[src/serdes_rx_pkg.sv]
// Constants, code tables and state encodings for the receive parallel port.
// Assumes a single 10 MHz system clock domain; all asynchronous pins are synchronised on entry.
package serdes_rx_pkg;

    localparam int WORD_W     = 10;
    localparam int FIFO_DEPTH = 4;
    localparam int SYNC_W     = 7;

    // Positions of the synchronised pin levels
    localparam int S_LOCK  = 0;
    localparam int S_SIGDT = 1;
    localparam int S_BYTE  = 2;
    localparam int S_ALIGN = 3;
    localparam int S_READ  = 4;
    localparam int S_OPSEL = 5;
    localparam int S_WCLK  = 6;

    // Comma in bits abcdeif of the window, bit a at position 0
    localparam logic [6:0] COMMA_NEG = 7'h7C;
    localparam logic [6:0] COMMA_POS = 7'h03;
    localparam logic [5:0] K28_NEG   = 6'h0F;
    localparam logic [5:0] K28_POS   = 6'h30;
    localparam logic [3:0] ALT7_NEG  = 4'h7;
    localparam logic [3:0] ALT7_POS  = 4'h8;

    localparam logic [3:0]        BIT_CNT_RST  = 4'h0;
    localparam logic [3:0]        BIT_CNT_LAST = 4'h9;
    localparam logic [WORD_W-1:0] WORD_RST     = 10'h000;
    localparam logic [SYNC_W-1:0] SYNC_RST     = 7'h00;

    // Primary (negative disparity) codes, abcdei and fghj with a, f as MSB
    localparam logic [5:0] ENC5 [32] = '{
        6'h27, 6'h1D, 6'h2D, 6'h31, 6'h35, 6'h29, 6'h19, 6'h38,
        6'h39, 6'h25, 6'h15, 6'h34, 6'h0D, 6'h2C, 6'h1C, 6'h17,
        6'h1B, 6'h23, 6'h13, 6'h32, 6'h0B, 6'h2A, 6'h1A, 6'h3A,
        6'h33, 6'h26, 6'h16, 6'h36, 6'h0E, 6'h2E, 6'h1E, 6'h2B};
    localparam logic [3:0] ENC3 [8] = '{
        4'hB, 4'h9, 4'h5, 4'hC, 4'hD, 4'hA, 4'h6, 4'hE};

    typedef enum logic [2:0] {
        LINK_DOWN  = 3'b001,
        LINK_HUNT  = 3'b010,
        LINK_FOUND = 3'b100
    } link_state_t;

endpackage : serdes_rx_pkg

[src/serdes_rx_parallel_status_port.sv]
// Receive word assembly, 8b/10b decode, word FIFO and line status outputs.
// Assumes recovered bits arrive with a one-cycle strobe from CDR logic on clk,
// and that the shared system clock pin is muxed outside from the enable below.
`timescale 1ns/1ps

////////////////////////////////////////////////////////////////////////////////
module rx_word_fifo #(
    parameter int WIDTH = 10,
    parameter int DEPTH = 4
) (
    // Clock and reset
    input  wire logic             clk,
    input  wire logic             rst_n,
    // Fill side
    input  wire logic             inValid,
    output wire logic             inReady,
    input  wire logic [WIDTH-1:0] inData,
    // Drain side
    output wire logic             outValid,
    input  wire logic             outReady,
    output wire logic [WIDTH-1:0] outData
);
    localparam int PW = (DEPTH > 1) ? $clog2(DEPTH) : 1;
    localparam int CW = $clog2(DEPTH + 1);
    localparam logic [PW-1:0] PTR_LAST = PW'(DEPTH - 1);
    localparam logic [CW-1:0] CNT_FULL = CW'(DEPTH);

    logic [WIDTH-1:0] mem [DEPTH];
    logic [PW-1:0]    wrPtr;
    logic [PW-1:0]    rdPtr;
    logic [CW-1:0]    count;

    wire logic doWrite = inValid && inReady;
    wire logic doRead  = outValid && outReady;

    assign inReady  = (count != CNT_FULL);
    assign outValid = (count != '0);
    assign outData  = mem[rdPtr];

    function automatic logic [PW-1:0] bump(input logic [PW-1:0] p);
        return (p == PTR_LAST) ? '0 : PW'(p + 1'b1);
    endfunction : bump

    always_ff @(posedge clk)
    begin
        if (doWrite)
            mem[wrPtr] <= inData;
    end

    always_ff @(posedge clk or negedge rst_n)
    begin
        if (!rst_n)
        begin
            wrPtr <= '0;
            rdPtr <= '0;
            count <= '0;
        end
        else
        begin
            if (doWrite)
                wrPtr <= bump(wrPtr);
            if (doRead)
                rdPtr <= bump(rdPtr);
            if (doWrite && !doRead)
                count <= CW'(count + 1'b1);
            else if (doRead && !doWrite)
                count <= CW'(count - 1'b1);
        end
    end
endmodule : rx_word_fifo

////////////////////////////////////////////////////////////////////////////////
module serdes_rx_parallel_status_port
    import serdes_rx_pkg::*;
#(
    parameter int DEPTH = FIFO_DEPTH
) (
    // Clock and reset
    input  wire logic              clk,
    input  wire logic              rst_n,
    // Recovered bit stream from the CDR, same clock
    input  wire logic              recoveredBit,
    input  wire logic              recoveredBitValid,
    // Asynchronous control and status pins
    input  wire logic              rxPllLocked,
    input  wire logic              signalDetect,
    input  wire logic              byteModeSelect,
    input  wire logic              word_align_enable,
    input  wire logic              rx_clock_direction_select,
    input  wire logic              operating_select,
    // Receive word clock, two-way pin
    input  wire logic              rx_word_clock_in,
    output logic                   rx_word_clock_out,
    output logic                   rx_word_clock_oe,
    // Receive word and line status
    output logic [WORD_W-1:0]      rx_word_out,
    output logic                   signal_lost_flag,
    output logic                   rx_pll_unlock_flag,
    output logic                   comma_found_flag,
    output logic                   system_clock_out_enable
);
    ////////////////////////////////////////////////////////////////////////////
    // Pin synchronisers
    logic [SYNC_W-1:0] pinMeta;
    logic [SYNC_W-1:0] pinSync;
    logic              wordClockLast;

    wire logic [SYNC_W-1:0] pinRaw = {rx_word_clock_in, operating_select,
        rx_clock_direction_select, word_align_enable, byteModeSelect,
        signalDetect, rxPllLocked};

    wire logic lockedS   = pinSync[S_LOCK];
    wire logic sigDetS   = pinSync[S_SIGDT];
    wire logic byteMode  = pinSync[S_BYTE];
    wire logic alignEnS  = pinSync[S_ALIGN];
    wire logic readMode  = pinSync[S_READ];
    wire logic opSelS    = pinSync[S_OPSEL];
    wire logic wordClkS  = pinSync[S_WCLK];
    wire logic wordEdge  = wordClkS ^ wordClockLast;

    always_ff @(posedge clk or negedge rst_n)
    begin
        if (!rst_n)
        begin
            pinMeta       <= SYNC_RST;
            pinSync       <= SYNC_RST;
            wordClockLast <= 1'b0;
        end
        else
        begin
            pinMeta       <= pinRaw;
            pinSync       <= pinMeta;
            wordClockLast <= wordClkS;
        end
    end

    ////////////////////////////////////////////////////////////////////////////
    // Word assembly and comma alignment
    logic [WORD_W-1:0] shift;
    logic [3:0]        bitCount;

    // Newest bit enters at the top; bit a ends at position 0
    wire logic [WORD_W-1:0] next_shift = {recoveredBit, shift[WORD_W-1:1]};
    wire logic commaSeen = recoveredBitValid && lockedS
        && (next_shift[6:0] == COMMA_NEG || next_shift[6:0] == COMMA_POS);
    wire logic alignHit  = commaSeen && alignEnS;
    wire logic wordDone  = recoveredBitValid && lockedS
        && (bitCount == BIT_CNT_LAST || alignHit);

    always_ff @(posedge clk or negedge rst_n)
    begin
        if (!rst_n)
        begin
            shift    <= WORD_RST;
            bitCount <= BIT_CNT_RST;
        end
        else if (!lockedS)
            bitCount <= BIT_CNT_RST;
        else if (recoveredBitValid)
        begin
            shift    <= next_shift;
            bitCount <= wordDone ? BIT_CNT_RST : 4'(bitCount + 1'b1);
        end
    end

    ////////////////////////////////////////////////////////////////////////////
    // 8b/10b decode; running disparity is not checked, only code validity
    function automatic logic [5:0] dec6(input logic [5:0] c);
        logic [5:0] r;
        r = '0;
        for (int i = 0; i < 32; i++)
            if (c == ENC5[i] || (c == ~ENC5[i] && ($countones(ENC5[i]) != 3 || i == 7)))
                r = {1'b1, 5'(i)};
        return r;
    endfunction : dec6

    function automatic logic [3:0] dec4(input logic [3:0] c);
        logic [3:0] r;
        r = '0;
        for (int i = 0; i < 8; i++)
            if (c == ENC3[i] || (c == ~ENC3[i] && ($countones(ENC3[i]) != 2 || i == 3)))
                r = {1'b1, 3'(i)};
        if (c == ALT7_NEG || c == ALT7_POS)
            r = 4'h F;
        return r;
    endfunction : dec4

    wire logic [5:0] code6 = {next_shift[0], next_shift[1], next_shift[2],
                              next_shift[3], next_shift[4], next_shift[5]};
    wire logic [3:0] code4 = {next_shift[6], next_shift[7], next_shift[8], next_shift[9]};
    wire logic       isK28 = (code6 == K28_NEG) || (code6 == K28_POS);
    // After the positive K28 group (110000) the fghj bits come complemented
    wire logic [3:0] code4Eff = (code6 == K28_POS) ? ~code4 : code4;
    wire logic [5:0] d6 = dec6(code6);
    wire logic [3:0] d4 = dec4(code4Eff);
    wire logic       alt7 = (code4 == ALT7_NEG) || (code4 == ALT7_POS);
    wire logic       kx7 = alt7 && d6[5] && (d6[4:0] == 5'h17 || d6[4:0] == 5'h1B
                          || d6[4:0] == 5'h1D || d6[4:0] == 5'h1E);
    wire logic       isK = isK28 || kx7;
    wire logic [4:0] val5 = isK28 ? 5'h1C : d6[4:0];
    wire logic       codeOk = (isK28 || d6[5]) && d4[3];
    wire logic [WORD_W-1:0] byteWord = {~codeOk, isK, d4[2:0], val5};
    wire logic [WORD_W-1:0] pushWord = byteMode ? byteWord : next_shift;

    ////////////////////////////////////////////////////////////////////////////
    // Word FIFO and drain; a word that finds it full is dropped silently
    wire logic              fifoInReady;
    wire logic              fifoOutValid;
    wire logic [WORD_W-1:0] fifoOutData;
    wire logic              push = wordDone && fifoInReady;
    // Write mode drains as fast as words come; read mode waits for host edges
    wire logic              drainTick = readMode ? wordEdge : fifoOutValid;
    wire logic              pop = drainTick && fifoOutValid;

    rx_word_fifo #(
        .WIDTH (WORD_W),
        .DEPTH (DEPTH)
    ) i_rx_word_fifo (
        .clk      (clk),
        .rst_n    (rst_n),
        .inValid  (wordDone),
        .inReady  (fifoInReady),
        .inData   (pushWord),
        .outValid (fifoOutValid),
        .outReady (drainTick),
        .outData  (fifoOutData)
    );

    // An edge with nothing queued keeps the word but drops the violation bit
    wire logic [WORD_W-1:0] idleWord = {rx_word_out[9] && !byteMode, rx_word_out[8:0]};

    ////////////////////////////////////////////////////////////////////////////
    // Link state and status outputs
    link_state_t linkState;
    link_state_t next_linkState;

    always_comb
    begin
        next_linkState = linkState;
        unique case (linkState)
            LINK_DOWN:  next_linkState = commaSeen ? LINK_FOUND : LINK_HUNT;
            LINK_HUNT:  next_linkState = commaSeen ? LINK_FOUND : LINK_HUNT;
            LINK_FOUND: next_linkState = LINK_FOUND;
            default:    next_linkState = LINK_DOWN;
        endcase
        if (!lockedS)
            next_linkState = LINK_DOWN;
    end

    always_ff @(posedge clk or negedge rst_n)
    begin
        if (!rst_n)
        begin
            linkState               <= LINK_DOWN;
            rx_word_out             <= WORD_RST;
            rx_word_clock_out       <= 1'b0;
            rx_word_clock_oe        <= 1'b0;
            signal_lost_flag        <= 1'b0;
            rx_pll_unlock_flag      <= 1'b1;
            comma_found_flag        <= 1'b0;
            system_clock_out_enable <= 1'b0;
        end
        else
        begin
            linkState               <= next_linkState;
            comma_found_flag        <= (next_linkState == LINK_FOUND);
            rx_pll_unlock_flag      <= !lockedS;
            signal_lost_flag        <= byteMode && !sigDetS;
            system_clock_out_enable <= !opSelS;
            rx_word_clock_oe        <= !readMode;
            if (drainTick)
                rx_word_out <= fifoOutValid ? fifoOutData : idleWord;
            if (!readMode && pop)
                rx_word_clock_out <= !rx_word_clock_out;
        end
    end
endmodule : serdes_rx_parallel_status_port

[config.mk]
export PLATFORM = sky130hd
export DESIGN_NAME = serdes_rx_parallel_status_port
export DESIGN_NICKNAME = d
export VERILOG_FILES = /design/src/serdes_rx_pkg.sv /design/src/serdes_rx_parallel_status_port.sv
export SDC_FILE = /design/constraint.sdc
export NUM_CORES = 1
export LEC_CHECK = 0
export ABC_AREA = 1
export BUFFER_PORTS_ARGS = -buffer_cell sky130_fd_sc_hd__buf_2
export CORE_ASPECT_RATIO = 1.4
export CORE_UTILIZATION = 38
export CTS_CLUSTER_DIAMETER = 150
export DETAILED_ROUTE_END_ITERATION = 12
export PLACE_DENSITY = 0.66
export SLEW_MARGIN = 25
export SYNTH_ARGS = -nofsm -noshare
export SYNTH_HDL_FRONTEND = slang
export SYNTH_SLANG_ARGS = --single-unit
[constraint.sdc]
create_clock -name clk -period 2.3 [get_ports clk]
set_input_delay 0.46 -clock clk [delete_from_list [all_inputs] [get_ports clk]]
set_output_delay 0.46 -clock clk [all_outputs]
set_load 0.01 [all_outputs]
==> impl_results.md <==
* Core footprint at 11500 um^2
* Reg2reg end: i_rx_word_fifo.count[2]
* Share of layout cells above drive strength 1 at 41.4%
* H-tree level count at 3
* Post-route minimum period at between 2000 and 2500 ps
* Reg-to-reg setup timing slack at -180 ps
* Clock Power Share at about a quarter
* Yosys top cell by area: dfrtp_1
* Clock root buffer: clkbuf_16
* CP Launch Type: flip-flop
* Place WS at -181 ps
* Pwr dens at roughly 900 nW/um^2
* Syn avg cell area at 9.24 um^2
* Post-detailed-placement cell area at 5330 um^2
* Post-route DRC at 0
* Largest net degree at the start of global routing at 33
* Failing checks: setup timing
* Tightest Pin Transition at 695 ps
* Post-synthesis cell type count at 40
* Post-Layout Inst Area at around 6300 um^2
* Multi-input logic area at 2080 um^2
* Pwr Total at 5.87 mW
* FF+latch area at 2560 um^2
* GP Congestion at 0.875
* Placed instance count at a little over 700
* Final worst-path setup slack at -181 ps
* TritonCTS clock tree: done
* WS Path Type: flip-flop to flip-flop
* Clock Skew at 8.47 ps
* Comb power frac at 37.0%
* Synth area leaders: dfrtp_1, edfxtp_1, nor2_1
* Final net count at 634
* Fin. max-slew vios at 0
* DP HPWL at 8130 um
* Worst path arrival time at 2700 ps
* Via density per instance at roughly 5.1
* DRT antenna net count at 0
* Crit end category: flip-flop
* CTS max path bufs at 2
* Fin. Hold Viols at 0
* EDFF count, synth at 40
* Die Wd at 94.0 um
* I/O Buffers at 26
* Worst Path Required at 2520 ps
* Final setup violation count at 26
* Unrepaired setup endpoints after global routing: yes
* MaxCap Viol Count at 0
* Starting Density at 39.3%
* Area growth syn-to-layout at 40.4%
* TritonCTS buffer count at 9
* Reg2Reg Depth at 15
* # IOs at 27
* Switching power at 2.07 mW
* First-pass GRT wire length at 18600 um
* Top-count cell post-synth: nor2_1
* Die Span Y at between 100 and 150 um
* Clk sinks at between 90 and 100
* VDD IR-drop max at 0.367 mV
* Mapped Area at 4510 um^2
* Worst rel slew slack at 53.6%
* Vias at just under 4000
* Status: finished with violations
* Clock latency on the worst-skew pair at 340 ps
* Die Area at 12300 um^2
* Synth Flop Type: dfrtp_1
* Fin cells at about 760
* Vias in the first global route at approximately 4000
* Reg clk slew, reported paths at 70 ps
* LEAKAGE at 2.75 nW
* P_int at 3.80 mW
* Number of diodes at 0
* DRT iter0 DRCs at 241
* Post-synthesis cell count at 488
* Fmax at 0.403 GHz
* Sw Share at 35.3%
* Post-layout util at 55.3%
* Top post-synthesis cells by count: nor2_1, inv_1, dfrtp_1, nand2_1, o21ai_0
* TritonRoute pass-1 iters at 4
* Gr usage total at 20.1%
* #FFs+latches synth at 94
* Worst r2r src: shift[1]
* Seq/Total Area, Yosys at roughly 57%
* Filler cells at 934
* Initial antenna violation count at 0
* Seq pwr share at between 30% and 40%
* FFs w/ async S/R, synth at 57.4%
* Avg WL per Cell at about 15 um
* Crit share post-route at 108%
* Worst-path maximum fanout at 4
* FP Rows at 46
* Global route overflow at 0
* Final wirelength at 11500 um
* Top cell type's share of synthesized area at between 20% and 30%
* Total nets after synthesis at 508
* Synthesis warning total at 0
* Worst Hold Class: primary input to asynchronous set/reset pin
[stage by stage]
| step | TNS (ps) | hold slack (ps) |
|---|---|---|
| 4_1_cts | -858 | 138 |
| 2_1_floorplan | -177 | 164 |
| 6_report | -2380 | 122 |
| 5_1_grt | -6670 | 164 |
| 3_3_place_gp | -1800 | 332 |
| 3_5_place_dp | -3230 | 336 |
[per-layer routing]
| metal | wire [um] | vias up | global-route usage, % |
|---|---|---|---|
| met5 | 0 | - | 0 |
| met4 | 496 | 0 | 11.1 |
| met3 | 345 | 33 | 3.70 |
| met2 | 6350 | 96 | 37.7 |
| met1 | 4340 | 1865 | 21.0 |
| li1 | - | 1874 | - |
[critical path, stage by stage, from the launching register on]
cell and delay [ps]:
dfrtp_2 450, nor2_4 140, inv_2 60, nor2_4 90
nand3_2 70, a21oi_2 190, nand2_2 90, a21oi_2 190
o31ai_4 100, inv_2 80, ha_4 120, inv_2 40
fa_2 340, a21oi_2 120, o21ai_1 90, xor2_1 180
[cells by family (layout without fill, tap and decap cells)]
family	after synthesis	count (layout)	share of synthesized area, %
AND/OR/NAND/NOR	197	197	18.9
flip-flops	94	94	56.7
AO/OA/AOI/OAI	93	93	11.9
buffers and inverters	83	214	6.91
XOR/XNOR	10	10	2.44
adder cells (fa/ha/maj)	9	9	2.67
multiplexers	2	2	0.472
[sequential cells by signal, indices dropped and copies added (netlist names)]
| register | count |
|---|---|
| i_rx_word_fifo.mem | 40 |
| rx_word_clock_oe | 1 |
| linkState | 3 |
| i_rx_word_fifo.count | 3 |
| pinSync | 7 |
| shift | 9 |
| system_clock_out_enable | 1 |
| signal_lost_flag | 1 |
| rx_pll_unlock_flag | 1 |
| rx_word_clock_out | 1 |
| comma_found_flag | 1 |
| rx_word_out | 10 |
| bitCount | 4 |
| i_rx_word_fifo.rdPtr | 2 |
| pinMeta | 7 |
| wordClockLast | 1 |
| i_rx_word_fifo.wrPtr | 2 |
[power by group through the flow]
stage,Sequential (mW),Clock (mW),Combinational [mW]
floorplan,2.28,0,1.03
global placement,2.19,0,1.77
detailed placement,2.20,0,1.82
CTS,2.19,1.53,1.96
global route,2.23,1.61,2.41
finish,2.19,1.51,2.17
[worst max path at each step]
stage / start / endpoint / cells past startpoint
6_report: shift[1] / i_rx_word_fifo.count[2] / 15
5_1_grt: shift[3] / i_rx_word_fifo.count[2] / 13
4_1_cts: shift[1] / i_rx_word_fifo.mem[0][8] / 14
3_5_place_dp: shift[3] / i_rx_word_fifo.mem[1][8] / 14
3_3_place_gp: shift[5] / i_rx_word_fifo.mem[0][8] / 11
2_1_floorplan: shift[1] / i_rx_word_fifo.count[2] / 15
[layout make-up]
type | count | share of cell area, %
well taps | 144 | 2.85
flip-flops and latches | 94 | 40.5
inverters | 72 | 4.47
clock buffers | 10 | 3.62
multi-input cells | 311 | 32.9
clock inverters | 6 | 1.19
repair buffers | 126 | 14.5
[layout by cell type, fill, tap and decap left out, types with 6 or more instances in the layout]
master,n
nand2_2,14
dfrtp_1,46
nor2_2,12
a21oi_2,7
nand4_1,9
nor2_4,11
buf_6,7
clkbuf_16,9
ha_1,7
dfrtp_2,6
buf_2,27
o22ai_2,8
o21ai_0,37
nor2_1,77
inv_1,51
buf_4,91
nand3_1,13
nand2_1,36
edfxtp_1,40
o22ai_1,11
inv_2,18
a31oi_1,10
[repair_timing]
item	in CTS	in global routing
gates resized for setup	54	69
pin swaps	24	26
gates cloned	0	1
setup endpoints to repair	22	88
buffers inserted	25	14
hold endpoints to repair	0	0
hold buffers	0	0
(Power assumes the default switching activity.)
